### src/core/mprs_pkg.sv
// shared constants and types for the staggered pattern readout block
package mprs_pkg;

  localparam int unsigned NUM_LOC       = 4;
  localparam int unsigned LOC_BITS      = 8;
  localparam int unsigned LANES         = 16;
  localparam int unsigned NIBBLE        = 4;
  localparam int unsigned UI_PER_BURST  = 8;
  localparam int unsigned ADDR_BITS     = 14;
  localparam int unsigned LINE_DEPTH    = 64;
  localparam int unsigned LAT_BITS      = 6;

  // address pin positions
  localparam int unsigned A_BIT2        = 2;
  localparam int unsigned A_BIT12       = 12;

  // register byte offsets
  localparam logic [7:0] OFS_CTRL       = 8'h00;
  localparam logic [7:0] OFS_LAT        = 8'h04;
  localparam logic [7:0] OFS_STATUS     = 8'h08;
  localparam logic [7:0] OFS_PATTERN    = 8'h0C;

  // ctrl fields
  localparam int unsigned CTRL_MODE     = 0;
  localparam int unsigned CTRL_WID_LO   = 1;
  localparam int unsigned CTRL_BL_LO    = 3;
  localparam int unsigned CTRL_PAR      = 5;
  localparam int unsigned CTRL_PRE2     = 6;

  // latency fields
  localparam int unsigned LAT_CL_LO     = 0;
  localparam int unsigned LAT_AL_LO     = 6;
  localparam int unsigned LAT_PL_LO     = 12;
  localparam int unsigned PL_BITS       = 4;

  // status fields
  localparam int unsigned ST_BUSY       = 0;
  localparam int unsigned ST_ADDR_ERR   = 1;
  localparam int unsigned ST_CNT_LO     = 8;
  localparam int unsigned CNT_BITS      = 8;

  // burst length field encodings
  localparam logic [1:0] BL_FIXED8      = 2'h0;
  localparam logic [1:0] BL_OTF         = 2'h1;
  localparam logic [1:0] BL_CHOP4       = 2'h2;

  localparam logic [1:0] PRE_1TCK       = 2'h1;
  localparam logic [1:0] PRE_2TCK       = 2'h2;

  localparam logic [31:0] PATTERN_RST   = 32'h0000_0000;
  localparam logic [31:0] LAT_RST       = 32'h0000_0000;

  typedef enum logic [1:0] {
    MPRS_X4,
    MPRS_X8,
    MPRS_X16
  } mprs_width_t;

  typedef struct packed {
    logic       vld;
    logic [1:0] loc;
  } mprs_cmd_t;

  typedef struct packed {
    logic                mode_en;
    mprs_width_t         width;
    logic [1:0]          bl_field;
    logic                parity_en;
    logic                pre2;
    logic [LAT_BITS-1:0] cl;
    logic [LAT_BITS-1:0] al;
    logic [PL_BITS-1:0]  parity_latency;
  } mprs_cfg_t;

endpackage : mprs_pkg

### src/core/mprs_readout.sv
// pattern register staggered readout path with an ahb-lite register slave
//
// The address map and register access over AHB-Lite were decided locally.
`timescale 1ns/10ps
module mprs_readout (
  input  wire logic                          i_core_clk,
  input  wire logic                          i_rst,
  // ahb-lite slave
  input  wire logic                          i_hsel,
  input  wire logic [31:0]                   i_haddr,
  input  wire logic [1:0]                    i_htrans,
  input  wire logic                          i_hwrite,
  input  wire logic [2:0]                    i_hsize,
  input  wire logic [31:0]                   i_hwdata,
  input  wire logic                          i_hready,
  output logic      [31:0]                   o_hrdata,
  output logic                               o_hreadyout,
  output logic                               o_hresp,
  // command pins from the memory controller
  input  wire logic                          i_cmd_rd,
  input  wire logic [1:0]                    i_ba,
  input  wire logic                          i_bg,
  input  wire logic [mprs_pkg::ADDR_BITS-1:0] i_addr,
  // data pins
  output logic      [mprs_pkg::LANES-1:0]    o_dq,
  output logic      [mprs_pkg::LANES-1:0]    o_dq_oe,
  output logic                               o_dqs,
  output logic                               o_dqs_oe,
  output logic                               o_core_rd
);

  // ---------------- register slave ----------------
  mprs_pkg::mprs_cfg_t cfg;
  logic [31:0]         ctrl_reg;
  logic [31:0]         lat_reg;
  logic [31:0]         pattern_reg;
  logic                addr_err_reg;
  logic [mprs_pkg::CNT_BITS-1:0] rd_cnt_reg;
  logic                busy;

  logic                wr_pend_reg;
  logic [7:0]          wr_ofs_reg;
  logic [31:0]         hrdata_next;
  logic                aphase;

  assign aphase = i_hsel && i_hready && i_htrans[1];

  always_comb begin
    hrdata_next = 32'h0000_0000;
    case (i_haddr[7:0])
      mprs_pkg::OFS_CTRL:    hrdata_next = ctrl_reg;
      mprs_pkg::OFS_LAT:     hrdata_next = lat_reg;
      mprs_pkg::OFS_STATUS: begin
        hrdata_next[mprs_pkg::ST_BUSY]     = busy;
        hrdata_next[mprs_pkg::ST_ADDR_ERR] = addr_err_reg;
        hrdata_next[mprs_pkg::ST_CNT_LO +: mprs_pkg::CNT_BITS] = rd_cnt_reg;
      end
      mprs_pkg::OFS_PATTERN: hrdata_next = pattern_reg;
      default:               hrdata_next = 32'h0000_0000;
    endcase
  end

  // zero wait states: read data is registered off the address phase
  always_ff @(posedge i_core_clk) begin
    if (i_rst) begin
      o_hrdata    <= 32'h0000_0000;
      o_hreadyout <= 1'b0;
      o_hresp     <= 1'b0;
      wr_pend_reg <= 1'b0;
      wr_ofs_reg  <= 8'h00;
    end else begin
      o_hreadyout <= 1'b1;
      o_hresp     <= 1'b0;
      wr_pend_reg <= aphase && i_hwrite;
      if (aphase) begin
        wr_ofs_reg <= i_haddr[7:0];
        o_hrdata   <= i_hwrite ? 32'h0000_0000 : hrdata_next;
      end
    end
  end

  always_ff @(posedge i_core_clk) begin
    if (i_rst) begin
      ctrl_reg    <= 32'h0000_0000;
      lat_reg     <= mprs_pkg::LAT_RST;
      pattern_reg <= mprs_pkg::PATTERN_RST;
    end else if (wr_pend_reg) begin
      case (wr_ofs_reg)
        mprs_pkg::OFS_CTRL:    ctrl_reg    <= {25'h0, i_hwdata[6:0]};
        mprs_pkg::OFS_LAT:     lat_reg     <= {16'h0, i_hwdata[15:0]};
        mprs_pkg::OFS_PATTERN: pattern_reg <= i_hwdata;
        default:               ctrl_reg    <= ctrl_reg;
      endcase
    end
  end

  always_comb begin
    cfg.mode_en        = ctrl_reg[mprs_pkg::CTRL_MODE];
    cfg.width          = mprs_pkg::mprs_width_t'(ctrl_reg[mprs_pkg::CTRL_WID_LO +: 2]);
    cfg.bl_field       = ctrl_reg[mprs_pkg::CTRL_BL_LO +: 2];
    cfg.parity_en      = ctrl_reg[mprs_pkg::CTRL_PAR];
    cfg.pre2           = ctrl_reg[mprs_pkg::CTRL_PRE2];
    cfg.cl             = lat_reg[mprs_pkg::LAT_CL_LO +: mprs_pkg::LAT_BITS];
    cfg.al             = lat_reg[mprs_pkg::LAT_AL_LO +: mprs_pkg::LAT_BITS];
    cfg.parity_latency = lat_reg[mprs_pkg::LAT_PL_LO +: mprs_pkg::PL_BITS];
  end

  // ---------------- command pins: two-flop synchronisers ----------------
  localparam int unsigned PIN_W = 1 + 2 + 1 + mprs_pkg::ADDR_BITS;
  logic [PIN_W-1:0] pin_meta_reg;
  logic [PIN_W-1:0] pin_sync_reg;

  always_ff @(posedge i_core_clk) begin
    if (i_rst) begin
      pin_meta_reg <= '0;
      pin_sync_reg <= '0;
    end else begin
      pin_meta_reg <= {i_cmd_rd, i_ba, i_bg, i_addr};
      pin_sync_reg <= pin_meta_reg;
    end
  end

  logic                          s_rd;
  logic [1:0]                    s_ba;
  logic [mprs_pkg::ADDR_BITS-1:0] s_addr;

  // bank group and a10 sit in the bundle but are never decoded
  assign s_rd   = pin_sync_reg[PIN_W-1];
  assign s_ba   = pin_sync_reg[PIN_W-2 -: 2];
  assign s_addr = pin_sync_reg[mprs_pkg::ADDR_BITS-1:0];

  // ---------------- command acceptance ----------------
  mprs_pkg::mprs_cmd_t new_cmd;
  logic                addr_bad;

  always_comb begin
    new_cmd.vld = s_rd && cfg.mode_en;
    new_cmd.loc = s_ba;
    // location order is fixed, so a1:0, a2 and a12 only get checked
    addr_bad = (s_addr[1:0] != 2'h0) ||
               (s_addr[mprs_pkg::A_BIT2] && cfg.bl_field == mprs_pkg::BL_FIXED8);
    if (cfg.bl_field == mprs_pkg::BL_OTF && !s_addr[mprs_pkg::A_BIT12]) begin
      addr_bad = 1'b1;
    end
  end

  // with the mode bit low, reads go back to the normal core path
  always_ff @(posedge i_core_clk) begin
    if (i_rst) begin
      o_core_rd <= 1'b0;
    end else begin
      o_core_rd <= s_rd && !cfg.mode_en;
    end
  end

  logic status_wr_clr;
  assign status_wr_clr = wr_pend_reg && wr_ofs_reg == mprs_pkg::OFS_STATUS &&
                         i_hwdata[mprs_pkg::ST_ADDR_ERR];

  // sticky error: a new event in the clearing cycle wins
  always_ff @(posedge i_core_clk) begin
    if (i_rst) begin
      addr_err_reg <= 1'b0;
    end else if (new_cmd.vld && addr_bad) begin
      addr_err_reg <= 1'b1;
    end else if (status_wr_clr) begin
      addr_err_reg <= 1'b0;
    end
  end

  always_ff @(posedge i_core_clk) begin
    if (i_rst) begin
      rd_cnt_reg <= '0;
    end else if (new_cmd.vld) begin
      rd_cnt_reg <= rd_cnt_reg + 1'b1;
    end
  end

  // ---------------- read latency line ----------------
  // total latency saturates at the line depth minus one
  logic [mprs_pkg::LAT_BITS+1:0] lat_sum;
  logic [mprs_pkg::LAT_BITS-1:0] lat_data;
  logic [mprs_pkg::LAT_BITS-1:0] lat_pre;
  logic [1:0]                    pre_len;

  always_comb begin
    lat_sum = {2'b00, cfg.cl} + {2'b00, cfg.al};
    if (cfg.parity_en) begin
      lat_sum = lat_sum + {4'h0, cfg.parity_latency};
    end
    lat_data = (lat_sum > (mprs_pkg::LINE_DEPTH - 1)) ?
               mprs_pkg::LAT_BITS'(mprs_pkg::LINE_DEPTH - 1) : lat_sum[mprs_pkg::LAT_BITS-1:0];
    pre_len  = cfg.pre2 ? mprs_pkg::PRE_2TCK : mprs_pkg::PRE_1TCK;
    lat_pre  = (lat_data > {4'h0, pre_len}) ? lat_data - {4'h0, pre_len} : '0;
  end

  mprs_pkg::mprs_cmd_t line_reg [mprs_pkg::LINE_DEPTH];

  always_ff @(posedge i_core_clk) begin
    if (i_rst) begin
      line_reg[0] <= '0;
    end else begin
      line_reg[0] <= new_cmd;
    end
  end

  genvar gi;
  generate
    for (gi = 1; gi < mprs_pkg::LINE_DEPTH; gi++) begin : g_line
      always_ff @(posedge i_core_clk) begin
        if (i_rst) begin
          line_reg[gi] <= '0;
        end else begin
          line_reg[gi] <= line_reg[gi-1];
        end
      end
    end
  endgenerate

  mprs_pkg::mprs_cmd_t tap_data;
  mprs_pkg::mprs_cmd_t tap_pre;
  assign tap_data = line_reg[lat_data];
  assign tap_pre  = line_reg[lat_pre];

  // ---------------- burst engine ----------------
  typedef enum logic [1:0] {
    ST_IDLE,
    ST_PRE,
    ST_BURST
  } mprs_state_t;

  mprs_state_t state_reg;
  logic [2:0]  ui_reg;
  logic [1:0]  loc_reg;
  logic [1:0]  pre_cnt_reg;

  assign busy = state_reg != ST_IDLE;

  // a new tap at the last ui chains straight on, no bubble
  always_ff @(posedge i_core_clk) begin
    if (i_rst) begin
      state_reg   <= ST_IDLE;
      ui_reg      <= 3'h0;
      loc_reg     <= 2'h0;
      pre_cnt_reg <= 2'h0;
    end else begin
      case (state_reg)
        ST_IDLE: begin
          if (tap_data.vld) begin
            state_reg <= ST_BURST;
            ui_reg    <= 3'h0;
            loc_reg   <= tap_data.loc;
          end else if (tap_pre.vld) begin
            state_reg   <= ST_PRE;
            pre_cnt_reg <= pre_len;
          end
        end
        ST_PRE: begin
          if (tap_data.vld) begin
            state_reg <= ST_BURST;
            ui_reg    <= 3'h0;
            loc_reg   <= tap_data.loc;
          end else if (pre_cnt_reg == 2'h1) begin
            state_reg <= ST_IDLE;
          end else begin
            pre_cnt_reg <= pre_cnt_reg - 2'h1;
          end
        end
        ST_BURST: begin
          if (tap_data.vld) begin
            ui_reg  <= 3'h0;
            loc_reg <= tap_data.loc;
          end else if (ui_reg == 3'(mprs_pkg::UI_PER_BURST - 1)) begin
            state_reg <= ST_IDLE;
          end else begin
            ui_reg <= ui_reg + 3'h1;
          end
        end
        default: state_reg <= ST_IDLE;
      endcase
    end
  end

  // next-cycle lane values, so the pins come straight from flops
  logic        drive_next;
  logic [2:0]  ui_next;
  logic [1:0]  loc_next;

  always_comb begin
    drive_next = 1'b0;
    ui_next    = ui_reg;
    loc_next   = loc_reg;
    if (tap_data.vld && state_reg != ST_IDLE || tap_data.vld) begin
      drive_next = 1'b1;
      ui_next    = 3'h0;
      loc_next   = tap_data.loc;
    end else if (state_reg == ST_BURST && ui_reg != 3'(mprs_pkg::UI_PER_BURST - 1)) begin
      drive_next = 1'b1;
      ui_next    = ui_reg + 3'h1;
    end
  end

  logic lane_en [mprs_pkg::LANES];

  generate
    for (gi = 0; gi < mprs_pkg::LANES; gi++) begin : g_lane
      localparam logic [1:0] OFS = 2'(gi % mprs_pkg::NIBBLE);
      logic [1:0] lane_loc;
      // every nibble uses the same rotation, so upper lanes copy lower
      assign lane_loc = loc_next + OFS;
      assign lane_en[gi] = (gi < mprs_pkg::NIBBLE) ||
                           (gi < 2 * mprs_pkg::NIBBLE && cfg.width != mprs_pkg::MPRS_X4) ||
                           (cfg.width == mprs_pkg::MPRS_X16);
      always_ff @(posedge i_core_clk) begin
        if (i_rst) begin
          o_dq[gi]    <= 1'b1;
          o_dq_oe[gi] <= 1'b0;
        end else begin
          o_dq_oe[gi] <= drive_next && lane_en[gi];
          o_dq[gi]    <= drive_next ?
                         pattern_reg[lane_loc * mprs_pkg::LOC_BITS + ui_next] : 1'b1;
        end
      end
    end
  endgenerate

  // strobe: low during preamble, toggles one edge per ui in the burst
  logic pre_next;
  assign pre_next = !drive_next &&
                    ((state_reg == ST_IDLE && tap_pre.vld) ||
                     (state_reg == ST_PRE && pre_cnt_reg != 2'h1));

  always_ff @(posedge i_core_clk) begin
    if (i_rst) begin
      o_dqs    <= 1'b0;
      o_dqs_oe <= 1'b0;
    end else begin
      o_dqs_oe <= drive_next || pre_next;
      o_dqs    <= drive_next ? !ui_next[0] : 1'b0;
    end
  end

endmodule : mprs_readout

### config.mk
export PLATFORM = sky130hd
export DESIGN_NAME = mprs_readout
export DESIGN_NICKNAME = d
export VERILOG_FILES = /design/src/core/mprs_pkg.sv /design/src/core/mprs_readout.sv
export SDC_FILE = /design/constraint.sdc
export NUM_CORES = 1
export LEC_CHECK = 0
export ABC_AREA = 1
export BUFFER_PORTS_ARGS = -buffer_cell sky130_fd_sc_hd__clkbuf_2
export CAP_MARGIN = 0
export CORE_ASPECT_RATIO = 1.25
export CORE_MARGIN = 1
export CORE_UTILIZATION = 55
export CTS_BUF_LIST = sky130_fd_sc_hd__clkbuf_2 sky130_fd_sc_hd__clkbuf_4 sky130_fd_sc_hd__clkbuf_8
export CTS_CLUSTER_SIZE = 25
export DETAILED_ROUTE_END_ITERATION = 16
export PLACE_DENSITY = 0.82
export SETUP_SLACK_MARGIN = 0.4
export SLEW_MARGIN = 25
export SYNTH_ARGS = -nofsm -noshare
export SYNTH_HDL_FRONTEND = slang
export SYNTH_SLANG_ARGS = --single-unit
export TNS_END_PERCENT = 20
### constraint.sdc
create_clock -name i_core_clk -period 5 [get_ports i_core_clk]
set_input_delay 0.5 -clock i_core_clk [delete_from_list [all_inputs] [get_ports i_core_clk]]
set_output_delay 0.5 -clock i_core_clk [all_outputs]
set_load 0.01 [all_outputs]
==> flow_summary_export.csv <==
group,metric,value,unit
outcome,outcome,"completed",
critical_path,rr_worst_depth,31,
clocking,insertion_delay,0.59,ns
route,wl,37700,µm
sta,min_period,4.59,ns
critical_path,crit_end,"pre_cnt_reg[0]$_SDFFE_PP0P_",
power,p_switching,1380,µW
route,drc,0,
critical_path,cp-end-kind,"flop",
floorplan,die_y,184,µm
critical_path,crit_slowest_cell,"fa_2",
route,drt-pass1-iter-count,5,
clocking,cts_tree,"built",
global_routing,grt_overflow,0,
route,wl_per_cell,15.1,µm
worst_hold_path,hold_class,"in2reg",
global_routing,grt_max_degree,201,
synth,yosysSeqAreaShare,45.4,%
synth,ys_ff_latch,331,
synth,synthAdderAreaFrac,1.70,%
route,vias,13600,
global_routing,grt_pass1_vias,12700,
sta,slew_headroom,28.2,%
job,drv_cap,0,
power,leakagePower,0.00700,µW
critical_path,max_stage_delay,0.55,ns
floorplan,dieWidth,148,µm
synth,synth_top_family_by_area,"simple AND/OR/NAND/NOR gates",
sta,rsz0062_at_grt,"true",
route,drt-initial-drc-count,1152,
power,p_sw_share,25.2,%
critical_path,worstSetupStartpoint,"lat_reg[8]$_SDFFE_PP0P_",
placed_design,place_congestion,0.933,
synth,synth_cells,2023,
critical_path,startpoint_type,"flop",
synth,synth_compound_gate_area_share,13.2,%
floorplan,coreArea,26000,µm²
critical_path,r2r-start,"lat_reg[8]$_SDFFE_PP0P_",
sta,fin_skew,0.0324,ns
route,ant_nets,0,
sta,finalCritPeriodShare,91.7,%
clocking,numCtsBuffers,49,
sta,final-setup-viol-count,0,
sta,setup_tns,0,ns
critical_path,regToRegEndpoint,"pre_cnt_reg[0]$_SDFFE_PP0P_",
clocking,cts.sinks,331,
critical_path,critical_path_class,"reg2reg",
power,pwr-share-clk,42.3,%
cells_and_area,drive_above_1_share,15.8,%
power,ir_worst_vdd,0.277,mV
power,intPower,4090,µW
power,power_frac_seq,49.2,%
cells_and_area,regArea,6640,µm²
clocking,ctsLongestPathBuffers,3,
critical_path,worstPathRequired,5.52,ns
synth,synth-main-ff-cell,"dfxtp_1",
placed_design,pre_cts_ws,0.0473,ns
route,via_per_inst,5.46,
cells_and_area,fillers,2183,
cells_and_area,num-nets-final,2227,
placed_design,dp_hpwl,24300,µm
global_routing,track_usage,26.7,%
clocking,ctsHtreeMaxLevel,2,
floorplan,io_pins,161,
floorplan,initial_utilization,56.1,%
floorplan,die_area,27200,µm²
synth,syn_avg_cell_area,7.22,µm²
sta,worst_slew_pin_slew,1.08,ns
sta,slew_viol_final,0,
synth,yosysWarnings,0,
placed_design,portBuffers,120,
critical_path,cpMostUsedCell,"nand2_1",
power,p_per_area,326,nW/µm²
clocking,hold_buffers,0,
critical_path,reg2reg_slack,0.41,ns
global_routing,antenna_found_initial,0,
global_routing,grt_pass1_wl,59600,µm
sta,fmax,218,MHz
sta,hold_viol,0,
synth,synth-xor-area-share,0.540,%
synth,synth-edff-count,0,
synth,synth-simple-area-share,25.7,%
critical_path,path_max_fanout,8,
cells_and_area,largest_reg_flops,192,
synth,yosysUniqueCellTypes,47,
clocking,cts_root_buf,"clkbuf_8",
worst_hold_path,min_path_cells,3,
cells_and_area,syn2layout_area_growth,14.5,%
floorplan,core.rowCount,66,
cells_and_area,multiInputGateArea,6290,µm²
cells_and_area,n_antenna_cell,0,
synth,synth_area,14600,µm²
power,total_power,5460,µW
power,combPwrFrac,8.6,%
synth,ys_async_sr_fraction,0,%
synth,syn_nets,2133,
clocking,clk_pin_slew,0.07,ns
synth,synth.mux.area_fraction,0.137,%
sta,worst_slack,0.415,ns
critical_path,arrival,5.11,ns
==> worst max-delay path, delay by kind of cell (launching register included) <==
| family | cells | cell delay (ns) |
|---|---|---|
| xor gates and xnor gates | 1 | 0.16 |
| adders and majority gates | 3 | 1.09 |
| buffers and inverters | 5 | 0.58 |
| DFF | 1 | 0.38 |
| and+or+nand+nor | 20 | 1.92 |
| AOI/OAI and AO/OA | 2 | 0.37 |
==> worst min path at each step <==
| stage | slack (ns) | from | endpoint |
|---|---|---|---|
| 2_1_floorplan | 0.39 | pin_sync_reg[15]$_SDFF_PP0_ | line_reg[0][0]$_SDFF_PP0_ |
| 3_3_place_gp | 0.39 | pin_meta_reg[16]$_SDFF_PP0_ | pin_sync_reg[16]$_SDFF_PP0_ |
| 3_5_place_dp | 0.40 | pin_meta_reg[16]$_SDFF_PP0_ | pin_sync_reg[16]$_SDFF_PP0_ |
| 4_1_cts | 0.07 | i_ba[1] | pin_meta_reg[16]$_SDFF_PP0_ |
| 5_1_grt | 0.09 | i_ba[1] | pin_meta_reg[16]$_SDFF_PP0_ |
| 6_report | 0.1 | i_ba[1] | pin_meta_reg[16]$_SDFF_PP0_ |
==> power by group through the flow <==
| stage | clock, µW | sequential, µW | combinational (µW) |
|---|---|---|---|
| after floorplan | 0 | 2740 | 296 |
| after global placement | 0 | 2740 | 384 |
| after detailed placement | 0 | 2740 | 393 |
| after CTS | 2330 | 2690 | 416 |
| after global routing | 2460 | 2690 | 507 |
| final | 2310 | 2690 | 467 |
==> placed cells by master, fill, tap and decap left out, types with 3 or more instances in the layout <==
cell type	count
clkbuf_4	13
o211ai_1	15
clkbuf_8	61
nand2_1	250
o22ai_1	11
nand4_1	17
o2111ai_1	7
buf_4	39
o221ai_1	9
inv_2	10
inv_6	3
nor4_1	4
nand3_4	5
nor2_1	321
ha_4	4
buf_6	5
a21oi_1	147
nand3_2	10
xor2_1	7
ha_1	11
nor2_2	4
clkinv_2	8
dfxtp_2	3
nor3_1	7
o21ai_1	8
nand2_8	4
nand2_2	4
nand2_4	12
buf_12	6
clkbuf_2	119
inv_4	3
o21ai_0	148
clkinvlp_4	3
dfxtp_1	326
inv_1	297
nand3_1	215
fa_2	3
==> stage by stage <==
step / util, % / std cells / hold WS [ns] / area [µm²]
final: 64.3 / 2492 / 0.0961 / 16700
after floorplan: - / 2023 / 0.388 / 14600
after CTS: 62.8 / 2475 / 0.0689 / 16300
after detailed placement: 58.1 / 2380 / 0.397 / 15100
after global routing: 64.3 / 2492 / 0.0870 / 16700
after global placement: 58.1 / 2380 / 0.391 / 15100
==> per-layer routing <==
layer / part of all wire, % / vias to the layer above / track usage [%]
met5: 0 / - / 0
met4: 4.9 / 0 / 14.1
met1: 39 / 6301 / 30.9
li1: - / 6604 / -
met2: 50 / 536 / 47.5
met3: 6.0 / 156 / 3.86
==> Yosys cell counts, types with 2 or more instances <==
library cell | instances | area share (%)
nor4_1 | 4 | 0.17
mux2i_1 | 2 | 0.14
nand2_2 | 7 | 0.30
o21ai_2 | 4 | 0.24
o2111ai_1 | 7 | 0.42
buf_1 | 4 | 0.10
o21ai_1 | 6 | 0.21
o22ai_1 | 11 | 0.47
inv_2 | 12 | 0.31
buf_6 | 14 | 1.1
nor3_1 | 7 | 0.24
and2_1 | 2 | 0.086
nand2_1 | 253 | 6.5
inv_1 | 304 | 7.8
clkbuf_1 | 55 | 1.4
nand4_1 | 17 | 0.73
nor2_1 | 323 | 8.3
nand3_1 | 223 | 7.6
xor2_1 | 8 | 0.48
o221ai_1 | 9 | 0.54
buf_2 | 25 | 0.86
nand3_2 | 2 | 0.14
fa_1 | 3 | 0.41
o211ai_1 | 15 | 0.77
dfxtp_1 | 331 | 45
buf_4 | 32 | 1.6
ha_1 | 15 | 1.3
nor2_2 | 3 | 0.13
nand2_4 | 7 | 0.54
nand3_4 | 5 | 0.60
o21ai_0 | 150 | 5.1
a21oi_1 | 148 | 5.1
==> kinds of logic after synthesis <==
family | Yosys count
buf+inv | 448
fa+ha+maj | 18
other cells | 1
mux | 2
compound gates | 356
simple gates | 858
flops | 331
xor+xnor | 9
==> repair_timing <==
| action | CTS | global route |
|---|---|---|
| resized for setup | 19 | 58 |
| pin swaps | 5 | 24 |
| setup endpoints to repair | 10 | 18 |
| cloned | 0 | 4 |
| buffers inserted | 9 | 13 |
==> final cells by class <==
class                      instances  area share (%)
inverter                         317            7.34
sequential                       331            39.7
multi-input combinational       1247            37.6
clock buffer                      74            5.60
timing repair buffer             171            6.61
clock inverter                    12           0.643
tap                              340            2.54
No activity file was read; power rests on OpenSTA's default activity.
